File: src/arb_defines.svh
// Constants for the two-master AHB-Lite arbiter: bus widths and field positions.
// Assumes AHB-Lite signal widths as used on the shared sub-bus.
`ifndef ARB_DEFINES_SVH
`define ARB_DEFINES_SVH

`define ARB_ADDR_W          32
`define ARB_DATA_W          32
`define ARB_TRANS_W         2
`define ARB_SIZE_W          2
`define ARB_TRANS_ACTIVE_BIT 1
`define ARB_TRANS_IDLE      2'h0

`endif

File: src/arb_pkg.sv
// Types shared by the arbiter, its held address stage and their interface.
// Assumes arb_defines.svh is on the include path.
package arb_pkg;
  `include "arb_defines.svh"

  typedef logic [`ARB_ADDR_W-1:0]  addr_t;
  typedef logic [`ARB_DATA_W-1:0]  data_t;
  typedef logic [`ARB_TRANS_W-1:0] trans_t;
  typedef logic [`ARB_SIZE_W-1:0]  size_t;

  typedef enum logic [1:0] {
    addr_route_direct_m0 = 2'b00,
    addr_route_held_m0   = 2'b01,
    addr_route_held_m1   = 2'b10
  } addr_route_e;

  typedef enum logic [1:0] {
    data_route_idle     = 2'b00,
    data_route_owner_m0 = 2'b01,
    data_route_owner_m1 = 2'b10
  } data_route_e;
endpackage

File: src/aphase_if.sv
// Bundle of AHB-Lite address-phase signals passed between the arbiter and its hold stages.
// Assumes arb_pkg is compiled first.
`timescale 1ns/10ps
interface aphase_if;
  import arb_pkg::*;
  addr_t  haddr;
  trans_t htrans;
  size_t  hsize;
  logic   hwrite;
  modport drive  (output haddr, output htrans, output hsize, output hwrite);
  modport sample (input haddr, input htrans, input hsize, input hwrite);
endinterface

File: src/aphase_hold.sv
// Held copy of one master's address phase with its valid flag.
// Assumes capture and discard are never raised together, and one clock with a sync reset.
`timescale 1ns/10ps
module aphase_hold (
  input  wire logic  mclk,
  input  wire logic  reset,
  input  wire logic  capture,
  input  wire logic  discard,
  aphase_if.sample   live,
  aphase_if.drive    held,
  output logic       valid
);
  import arb_pkg::*;

  addr_t  haddr_q;
  trans_t htrans_q;
  size_t  hsize_q;
  logic   hwrite_q;
  logic   valid_q;

  always_ff @(posedge mclk) begin
    if (reset) begin
      valid_q <= 1'h0;
    end else if (capture) begin
      valid_q <= 1'h1;
    end else if (discard) begin
      valid_q <= 1'h0;
    end
  end

  // The payload needs no reset; it is only looked at while valid is high.
  always_ff @(posedge mclk) begin
    if (capture) begin
      haddr_q  <= live.haddr;
      htrans_q <= live.htrans;
      hsize_q  <= live.hsize;
      hwrite_q <= live.hwrite;
    end
  end

  assign held.haddr  = haddr_q;
  assign held.htrans = htrans_q;
  assign held.hsize  = hsize_q;
  assign held.hwrite = hwrite_q;
  assign valid       = valid_q;
endmodule

File: src/two_master_ahb_lite_arbiter.sv
// Arbiter letting two AHB-Lite masters (m0 core, m1 DMA) share one AHB-Lite slave bus.
// Assumes both masters and the slave run on mclk and the slave holds hreadyout_s high when idle.
//
// Functional notes
// - Track address and data phase per master.
// - Address route: direct m0, held m0, held m1.
// - Data route: idle, owner m0, owner m1.
// - Held-address flag for stalled m0.
// - Held flag m1: every accepted m1 address, stalled or not.
// - m0 request is select AND trans bit one.
// - m1 request is select AND trans bit one.
// - Direct route passes m0 address combinationally.
// - Held routes drive captured, not live, signals.
// - Direct m0 is the default address route.
// - Idle data route drives data signals zero.
// - Owner m0: m0 data, ready to m0.
// - Owner m1: m1 data, ready to m1.
// - Stalled master never sees slave ready.
// - Capture only when not waiting; else ready low.
// - Next route arbitrates live and held requests.
// - Next owner from slave ready and route.
// - Next-state logic makes capture and discard controls.
// - Unreachable state sets sticky error until reset.
// - m0 alone sees no added latency.
// - Simultaneous start after idle grants m0.
// - Back-to-back collision grants the other master.
`timescale 1ns/10ps
`include "arb_defines.svh"
module two_master_ahb_lite_arbiter (
  input  wire logic           mclk,
  input  wire logic           reset,
  input  wire logic           hsel_m0,
  input  wire arb_pkg::addr_t  haddr_m0,
  input  wire arb_pkg::trans_t htrans_m0,
  input  wire arb_pkg::size_t  hsize_m0,
  input  wire logic           hwrite_m0,
  input  wire arb_pkg::data_t  hwdata_m0,
  output arb_pkg::data_t      hrdata_m0,
  output logic                hready_m0,
  input  wire logic           hsel_m1,
  input  wire arb_pkg::addr_t  haddr_m1,
  input  wire arb_pkg::trans_t htrans_m1,
  input  wire arb_pkg::size_t  hsize_m1,
  input  wire logic           hwrite_m1,
  input  wire arb_pkg::data_t  hwdata_m1,
  output arb_pkg::data_t      hrdata_m1,
  output logic                hready_m1,
  output arb_pkg::addr_t      haddr_s,
  output arb_pkg::trans_t     htrans_s,
  output arb_pkg::size_t      hsize_s,
  output logic                hwrite_s,
  output arb_pkg::data_t      hwdata_s,
  input  wire arb_pkg::data_t  hrdata_s,
  input  wire logic           hreadyout_s,
  output logic                arb_error
);
  import arb_pkg::*;

  addr_route_e ap_q;
  addr_route_e ap_d;
  data_route_e dp_q;
  data_route_e dp_d;
  logic        last_m1_q;
  logic        last_m1_d;
  logic        err_q;
  logic        err_d;

  logic        bus_request_m0;
  logic        bus_request_m1;
  logic        held_addr_valid_m0;
  logic        held_addr_valid_m1;
  logic        capture_addr_m0;
  logic        capture_addr_m1;
  logic        discard_addr_m0;
  logic        discard_addr_m1;
  logic        held_next_m0;
  logic        held_next_m1;
  logic        direct_open;
  trans_t      direct_trans;
  logic        slave_take;
  logic        take_direct;
  logic        take_held_m0;
  logic        take_held_m1;
  logic        accept_m0;
  logic        accept_m1;
  logic        keep_route;
  logic        route_illegal;
  logic        data_illegal;
  logic        state_illegal;

  aphase_if live_m0 ();
  aphase_if live_m1 ();
  aphase_if held_m0 ();
  aphase_if held_m1 ();

  assign live_m0.haddr  = haddr_m0;
  assign live_m0.htrans = htrans_m0;
  assign live_m0.hsize  = hsize_m0;
  assign live_m0.hwrite = hwrite_m0;
  assign live_m1.haddr  = haddr_m1;
  assign live_m1.htrans = htrans_m1;
  assign live_m1.hsize  = hsize_m1;
  assign live_m1.hwrite = hwrite_m1;

  assign bus_request_m0 = hsel_m0 & htrans_m0[`ARB_TRANS_ACTIVE_BIT];
  assign bus_request_m1 = hsel_m1 & htrans_m1[`ARB_TRANS_ACTIVE_BIT];

  // A master is ready only while it owns the finishing data phase, or while the slave
  // is free and nothing of its own is held. The other master's completion never leaks.
  assign hready_m0 = ~held_addr_valid_m0 &
                     (((dp_q == data_route_owner_m0) & hreadyout_s) |
                      (dp_q == data_route_idle));
  assign hready_m1 = ~held_addr_valid_m1 &
                     (((dp_q == data_route_owner_m1) & hreadyout_s) |
                      (dp_q == data_route_idle));

  // Live m0 is masked while m1 owns the data phase, so the slave cannot take an address
  // that m0 still believes is stalled; this costs m0 a cycle only when m1 is active.
  assign direct_open  = (dp_q != data_route_owner_m1) & ~held_addr_valid_m0;
  assign direct_trans = (hsel_m0 & direct_open) ? htrans_m0 : `ARB_TRANS_IDLE;

  always_comb begin
    route_illegal = 1'h0;
    unique case (ap_q)
      addr_route_direct_m0: begin
        haddr_s  = haddr_m0;
        htrans_s = direct_trans;
        hsize_s  = hsize_m0;
        hwrite_s = hwrite_m0;
      end
      addr_route_held_m0: begin
        haddr_s  = held_m0.haddr;
        htrans_s = held_m0.htrans;
        hsize_s  = held_m0.hsize;
        hwrite_s = held_m0.hwrite;
      end
      addr_route_held_m1: begin
        haddr_s  = held_m1.haddr;
        htrans_s = held_m1.htrans;
        hsize_s  = held_m1.hsize;
        hwrite_s = held_m1.hwrite;
      end
      default: begin
        route_illegal = 1'h1;
        haddr_s  = haddr_m0;
        htrans_s = `ARB_TRANS_IDLE;
        hsize_s  = hsize_m0;
        hwrite_s = hwrite_m0;
      end
    endcase
  end

  always_comb begin
    data_illegal = 1'h0;
    hwdata_s     = '0;
    hrdata_m0    = '0;
    hrdata_m1    = '0;
    unique case (dp_q)
      data_route_idle: begin
        hwdata_s = '0;
      end
      data_route_owner_m0: begin
        hwdata_s  = hwdata_m0;
        hrdata_m0 = hrdata_s;
      end
      data_route_owner_m1: begin
        hwdata_s  = hwdata_m1;
        hrdata_m1 = hrdata_s;
      end
      default: begin
        data_illegal = 1'h1;
      end
    endcase
  end

  // The slave samples an address phase when its own ready is high.
  assign slave_take   = htrans_s[`ARB_TRANS_ACTIVE_BIT] & hreadyout_s;
  assign take_direct  = slave_take & (ap_q == addr_route_direct_m0);
  assign take_held_m0 = slave_take & (ap_q == addr_route_held_m0);
  assign take_held_m1 = slave_take & (ap_q == addr_route_held_m1);

  // A master believes its address accepted whenever it requests with its ready high.
  assign accept_m0 = bus_request_m0 & hready_m0;
  assign accept_m1 = bus_request_m1 & hready_m1;

  assign capture_addr_m0 = accept_m0 & ~take_direct;
  assign capture_addr_m1 = accept_m1;
  assign discard_addr_m0 = take_held_m0;
  assign discard_addr_m1 = take_held_m1;

  assign held_next_m0 = capture_addr_m0 | (held_addr_valid_m0 & ~discard_addr_m0);
  assign held_next_m1 = capture_addr_m1 | (held_addr_valid_m1 & ~discard_addr_m1);

  aphase_hold u_hold_m0 (
    .mclk    (mclk),
    .reset   (reset),
    .capture (capture_addr_m0),
    .discard (discard_addr_m0),
    .live    (live_m0),
    .held    (held_m0),
    .valid   (held_addr_valid_m0)
  );

  aphase_hold u_hold_m1 (
    .mclk    (mclk),
    .reset   (reset),
    .capture (capture_addr_m1),
    .discard (discard_addr_m1),
    .live    (live_m1),
    .held    (held_m1),
    .valid   (held_addr_valid_m1)
  );

  // A held address on the slave must stay put until the slave takes it.
  assign keep_route = (ap_q != addr_route_direct_m0) & ~slave_take;
  assign last_m1_d  = slave_take ? (ap_q == addr_route_held_m1) : last_m1_q;

  // Live m0 wins a fresh collision by riding the direct route while m1 is captured.
  assign ap_d = keep_route                  ? ap_q :
                (held_next_m0 & held_next_m1) ? (last_m1_d ? addr_route_held_m0
                                                           : addr_route_held_m1) :
                held_next_m0                ? addr_route_held_m0 :
                held_next_m1                ? addr_route_held_m1 :
                                              addr_route_direct_m0;

  assign dp_d = ~hreadyout_s ? dp_q :
                ~slave_take  ? data_route_idle :
                (ap_q == addr_route_held_m1) ? data_route_owner_m1
                                             : data_route_owner_m0;

  assign state_illegal = route_illegal | data_illegal |
                         ((ap_q == addr_route_held_m0) & ~held_addr_valid_m0) |
                         ((ap_q == addr_route_held_m1) & ~held_addr_valid_m1) |
                         (held_addr_valid_m0 & (dp_q == data_route_owner_m0)) |
                         (held_addr_valid_m1 & (dp_q == data_route_owner_m1));
  assign err_d = err_q | state_illegal;

  always_ff @(posedge mclk) begin
    if (reset) begin
      ap_q      <= addr_route_direct_m0;
      dp_q      <= data_route_idle;
      last_m1_q <= 1'h1;
      err_q     <= 1'h0;
    end else begin
      ap_q      <= ap_d;
      dp_q      <= dp_d;
      last_m1_q <= last_m1_d;
      err_q     <= err_d;
    end
  end

  assign arb_error = err_q;
endmodule

File: config.mk
export PLATFORM = sky130hd
export DESIGN_NAME = two_master_ahb_lite_arbiter
export DESIGN_NICKNAME = d
export VERILOG_FILES = /design/src/arb_pkg.sv /design/src/aphase_if.sv /design/src/aphase_hold.sv /design/src/two_master_ahb_lite_arbiter.sv
export VERILOG_INCLUDE_DIRS = /design/src
export SDC_FILE = /design/constraint.sdc
export NUM_CORES = 1
export LEC_CHECK = 0
export BUFFER_PORTS_ARGS = -buffer_cell sky130_fd_sc_hd__buf_2
export CORE_AREA = 5 5 118 120
export CTS_CLUSTER_SIZE = 40
export DETAILED_ROUTE_END_ITERATION = 8
export DIE_AREA = 0 0 123 125
export PLACE_DENSITY_LB_ADDON = 0.25
export SETUP_SLACK_MARGIN = 0.02
export SYNTH_ARGS = -nofsm -noshare
export SYNTH_HDL_FRONTEND = slang
export SYNTH_SLANG_ARGS = --single-unit
export TNS_END_PERCENT = 100
File: constraint.sdc
create_clock -name mclk -period 5.9 [get_ports mclk]
set_input_delay 0.59 -clock mclk [delete_from_list [all_inputs] [get_ports mclk]]
set_output_delay 0.59 -clock mclk [all_outputs]
set_load 0.02 [all_outputs]
After elaboration in Yosys (flattened, before gate mapping) --
Cells that the tools add are included.
Word-level totals: bits in registers 82, input port bits 175, output and inout bits 136, logic and storage cells 86
Operators by class: equality and inequality tests 5, mux-type cells 21, bitwise logic cells 39, reduce and logical (&&, ||, !) cells 7
Operators by type and width (count):
- 32-bit one-hot mux with 2 select lines | 2
- 32-bit 2-to-1 mux | 2
- 1-bit AND | 23
- 2-bit 2-to-1 mux | 7
- 1-bit bitwise OR | 10
- 1-bit 2-to-1 mux | 7
- 1-bit inverter | 6
- 2-bit one-hot mux with 3 select lines | 1
- 2-bit nonzero test | 3
- 3-bit OR reduction | 2
- 2-bit by 1-bit equality test with 1-bit output (second input constant) | 2
- 2-bit equality test (second input constant) | 2
- 2-bit logical NOT | 2
- 2-bit one-hot mux with 2 select lines | 1
- 2-bit != test (second input constant) | 1
- 1-bit one-hot mux with 2 select lines | 1

Logic depth before layout (Yosys ltp) --
depth in word-level cells 13, gate-level depth with buffers 7, gate-level depth less buffers 7

Hierarchy --
From an unflattened synthesis, not the netlist that was laid out.
Second synthesis, totals: cells, all modules 415, area, all modules 4431.8 µm²
By module, submodules not included:
- aphase_hold | times used 2, cells each 41, area an instance 1149.9 µm², sequential area each 1131.1 µm²
- two_master_ahb_lite_arbiter | times used 1, cells each 333, area an instance 2132.0 µm², sequential area each 120.1 µm²

Worst setup path after synthesis --
No wires, ideal clock.
path kind reg-to-reg, start reg ap_q[0], end reg u_hold_m0.haddr_q[0], in the netlist u_hold_m0.held.haddr[0] (enable), library setup time 0.477 ns, data arrival time 3.677 ns, data required time 5.423 ns, setup slack 1.746 ns, stages on the path, launching flop included 6, path buffers 0, period minus slack after synthesis 4.154 ns, cell sequence dfxtp_1 > inv_1 > ha_1 > a22o_1 > o211a_1 > nor3_1
Between the ends: cells in the longest elaborated chain, start to end 6, elaborated cells between the ends (all ways) 8, those cells by class eq/ne: 2; mux: 1; bitwise: 4; reduce/logical: 1
RTL lines:
- from (decl) | RTL line two_master_ahb_lite_arbiter.sv:59 | addr_route_e ap_q;
- from (signal assigned) | RTL line two_master_ahb_lite_arbiter.sv:240 | ap_q <= addr_route_direct_m0;
- from (signal assigned) | RTL line two_master_ahb_lite_arbiter.sv:245 | ap_q <= ap_d;
- 2-bit equality test, or another cell as far along | RTL line two_master_ahb_lite_arbiter.sv:124 | unique case (ap_q)
- 2-bit one-hot mux with 3 select lines | RTL line two_master_ahb_lite_arbiter.sv:124
- 1-bit AND | RTL line two_master_ahb_lite_arbiter.sv:177 | assign slave_take = htrans_s[`ARB_TRANS_ACTIVE_BIT] & hreadyout_s;
- 1-bit AND (*) | RTL line two_master_ahb_lite_arbiter.sv:178 | assign take_direct = slave_take & (ap_q == addr_route_direct_m0);
- 1-bit inverter (*) | RTL line two_master_ahb_lite_arbiter.sv:186 | assign capture_addr_m0 = accept_m0 & ~take_direct;
- 1-bit AND (*) | RTL line two_master_ahb_lite_arbiter.sv:186
- named net capture_addr_m0 | RTL line two_master_ahb_lite_arbiter.sv:72 | logic capture_addr_m0;
- to (signal assigned) | RTL line aphase_hold.sv:34 | haddr_q <= live.haddr;
- to (decl) | RTL line aphase_hold.sv:15 | addr_t haddr_q;
The timed path passes the listed nets; every way through them passes the cells marked *. A chain may end at the register's enable or synchronous reset.

Worst setup path after layout --
start reg dp_q[0], end out htrans_s[0]
Between the ends: cells in the longest elaborated chain, start to end 5
RTL lines:
- from (decl) | RTL line two_master_ahb_lite_arbiter.sv:61 | data_route_e dp_q;
- from (signal assigned) | RTL line two_master_ahb_lite_arbiter.sv:241 | dp_q <= data_route_idle;
- from (signal assigned) | RTL line two_master_ahb_lite_arbiter.sv:246 | dp_q <= dp_d;
- 2-bit != test | RTL line two_master_ahb_lite_arbiter.sv:119 | assign direct_open = (dp_q != data_route_owner_m1) & ~held_addr_valid_m0;
- 1-bit AND | RTL line two_master_ahb_lite_arbiter.sv:119
- 1-bit AND | RTL line two_master_ahb_lite_arbiter.sv:120 | assign direct_trans = (hsel_m0 & direct_open) ? htrans_m0 : `ARB_TRANS_IDLE;
- 2-bit 2-to-1 mux (no line)
- 2-bit one-hot mux with 3 select lines | RTL line two_master_ahb_lite_arbiter.sv:124
- to (decl) | RTL line two_master_ahb_lite_arbiter.sv:49 | output arb_pkg::trans_t htrans_s,
No other way between the ends.

==> flow_summary.yaml <==
sta:
  slew_viol_final: 0
  grt_setup_unrepaired: "no"
  fmax_mhz: 324
  hold_ws_ns: 0.430
  finClkSkew_ns: 0.00653
  finalCritPeriodShare_pct: 52.3
  setup_viol: 0
  tightest_slew_ns: 1.15
  hold_viol: 0
  tns_ns: 0
  min_period_ns: 3.08
  slew-limit-headroom_pct: 23.3
placement:
  place_area_um2: 6070
  place_congestion: 0.788
  port_buffers: 310
  place_hpwl_um: 10900
logic_synthesis:
  avgSynthCellArea_um2: 10.7
  yosysWarnings: 0
  synthesis.area_um2: 4380
  syn_inst: 409
  synth_ff_type: "edfxtp_1"
  yosysSeqAreaShare_pct: 54.4
  async_flop_share_pct: 0
  synth_edf_count: 74
  syn_nets: 592
  ys_types: 33
  synth.ff_latch_count: 82
floorplanning:
  dieWidth_um: 123
  start_util_pct: 34.0
  die_h_um: 125
  dieArea_um2: 15400
  ios: 311
  row_count: 42
  fp.coreArea_um2: 12900
layout:
  mostFrequentLayoutCell: "buf_2"
  area_growth_pct: 45.7
  most-common-layout-cells: "310 x buf_2, 74 x edfxtp_1, 67 x a22oi_1"
  final_nets: 884
  antenna_cells: 0
  finalInstanceArea_um2: 6380
  drive_above_1_share_pct: 47.5
  postLayoutCoreUtil_pct: 49.5
critical_path:
  worst-setup-path-type: "reg2out"
  cp_data_required_time_ns: 5.31
  start_kind: "register"
  r2r_start: "dp_q[0]$_SDFFE_PP0P_"
  cp-end-kind: "output port"
  critPathMaxFanout: 69
  startpoint: "dp_q[0]$_SDFFE_PP0P_"
  cp.arrival_ns: 2.49
power:
  sw_frac_of_total_pct: 31.3
  powerDensity_nw_per_um2: 281
  switching_power_w: 0.000561
  p_comb_share_pct: 29.3
  seq_power_share_pct: 38.4
  p_int_w: 0.00123
  fin_total_pwr_w: 0.00179
  clockPowerShare_pct: 32.3
  irDropWorstVdd_uv: 203
  power_leakage_nw: 2.90
drt:
  vias_per_cell: 4.83
  drt_wl_total_um: 14400
  firstDrtPassIters: 4
  num_vias: 4261
  post-route-drc-count: 0
  wl_per_cell_um: 16.4
  drtIter0Drc: 198
  ant_nets: 0
clock_network:
  cts-root-buf: "clkbuf_16"
  post-cts-setup-buffers: 0
  clk_pin_slew_ns: 0.06
  cts_tree: "built"
  cts.path.max_buffers: 2
  cts-resized-gates: 0
  cts-buffers-inserted: 9
  cts_hold_buffers: 0
  htree_levels: 3
  clock_sinks: 82
  clk_latency_ns: 0.33
grt:
  grt_overflow_total: 0
  antenna_found_initial: 0
  met1_usage_pct: 19.5
  grt_pass1_vias: 4266
  grt_use_met2_pct: 33.0
  grt_util_met3_pct: 4.52
  grt_max_degree: 71
  track_usage_pct: 17.6
  grt_pass1_wl_um: 21500
  top_usage_layer: "met2"
hold_path:
  hold_start: "haddr_m1[5]"
  hold_path.class: "in2reg"
status:
  status: "finished clean"
flow_run:
  drv_cap: 0
==> per-layer routing <==
metal | up-vias | wire length [µm]
met4 | 0 | 169
li1 | 2083 | -
met1 | 1959 | 5430
met5 | - | 0
met3 | 15 | 1350
met2 | 204 | 7470
==> power by group through the flow <==
stage          logic, W  registers [W]  clock network [W]
3_3_place_gp   0.000525       0.000699                  0
3_5_place_dp   0.000532       0.000701                  0
2_1_floorplan  0.000324       0.000700                  0
5_1_grt        0.000577       0.000691           0.000614
4_1_cts        0.000534       0.000689           0.000592
6_report       0.000525       0.000688           0.000579
==> critical path, stage by stage (launching register included) <==
cell and delay, ns:
dfxtp_1 0.34, inv_1 0.09, ha_2 0.87, and4bb_1 0.33
a222oi_1 0.30, nor2_1 0.06, buf_2 0.17
==> cell families (layout without fill, tap and decap cells) <==
family / count (synthesis) / in the layout / synth area share (%)
AND/OR/NAND/NOR: 158 / 158 / 20.5
AO/OA/AOI/OAI: 120 / 120 / 18.9
flip-flops: 82 / 82 / 54.4
buffers and inverters: 39 / 336 / 3.37
adder cells (fa/ha/maj): 8 / 8 / 2.29
multiplexers: 2 / 2 / 0.457
==> state kept, by name, indices dropped and copies added (netlist names), 2 cells and up <==
signal                 count
u_hold_m1.held.haddr      32
dp_q                       2
u_hold_m0.held.hsize       2
u_hold_m1.held.htrans      2
ap_q                       2
u_hold_m0.held.haddr      32
u_hold_m0.held.htrans      2
u_hold_m1.held.hsize       2
==> area by class of cell <==
class / instances / area (µm²)
Fill cell: 1194 / 6500
Timing Repair Buffer: 314 / 1580
Sequential cell: 82 / 2380
Clock inverter: 7 / 83.8
Clock buffer: 9 / 225
Tap cell: 176 / 220
Multi-Input combinational cell: 288 / 1860
Inverter: 6 / 22.5
==> per-stage QoR <==
step                std cells  setup slack, ns
finish                    882             2.82
CTS                       882             2.76
global placement          866             3.03
floorplan                 409             1.75
detailed placement        866             2.91
global route              882             2.57
==> cells in the mapped netlist (3+ instances only) <==
cell type / n / share of area [%]
nor2b_1: 36 / 5.1
a21oi_1: 41 / 4.7
nor3_1: 3 / 0.34
and2_1: 65 / 9.3
nor2_1: 41 / 3.5
a22oi_1: 67 / 11
inv_1: 6 / 0.51
nand3b_1: 3 / 0.51
edfxtp_1: 74 / 51
ha_1: 8 / 2.3
clkbuf_1: 30 / 2.6
dfxtp_1: 8 / 3.7
==> final timing paths <==
kind	end	slack, ns	cells after the start
setup / recovery	htrans_s[0]	2.82	6
hold / removal	u_hold_m1.held.haddr[5]$_DFFE_PP_	0.43	1
setup reg to reg	ap_q[0]$_SDFFE_PP0N_	2.92	7
hold reg to reg	dp_q[0]$_SDFFE_PP0P_	0.51	2
Power figures use the tool's default switching activity.
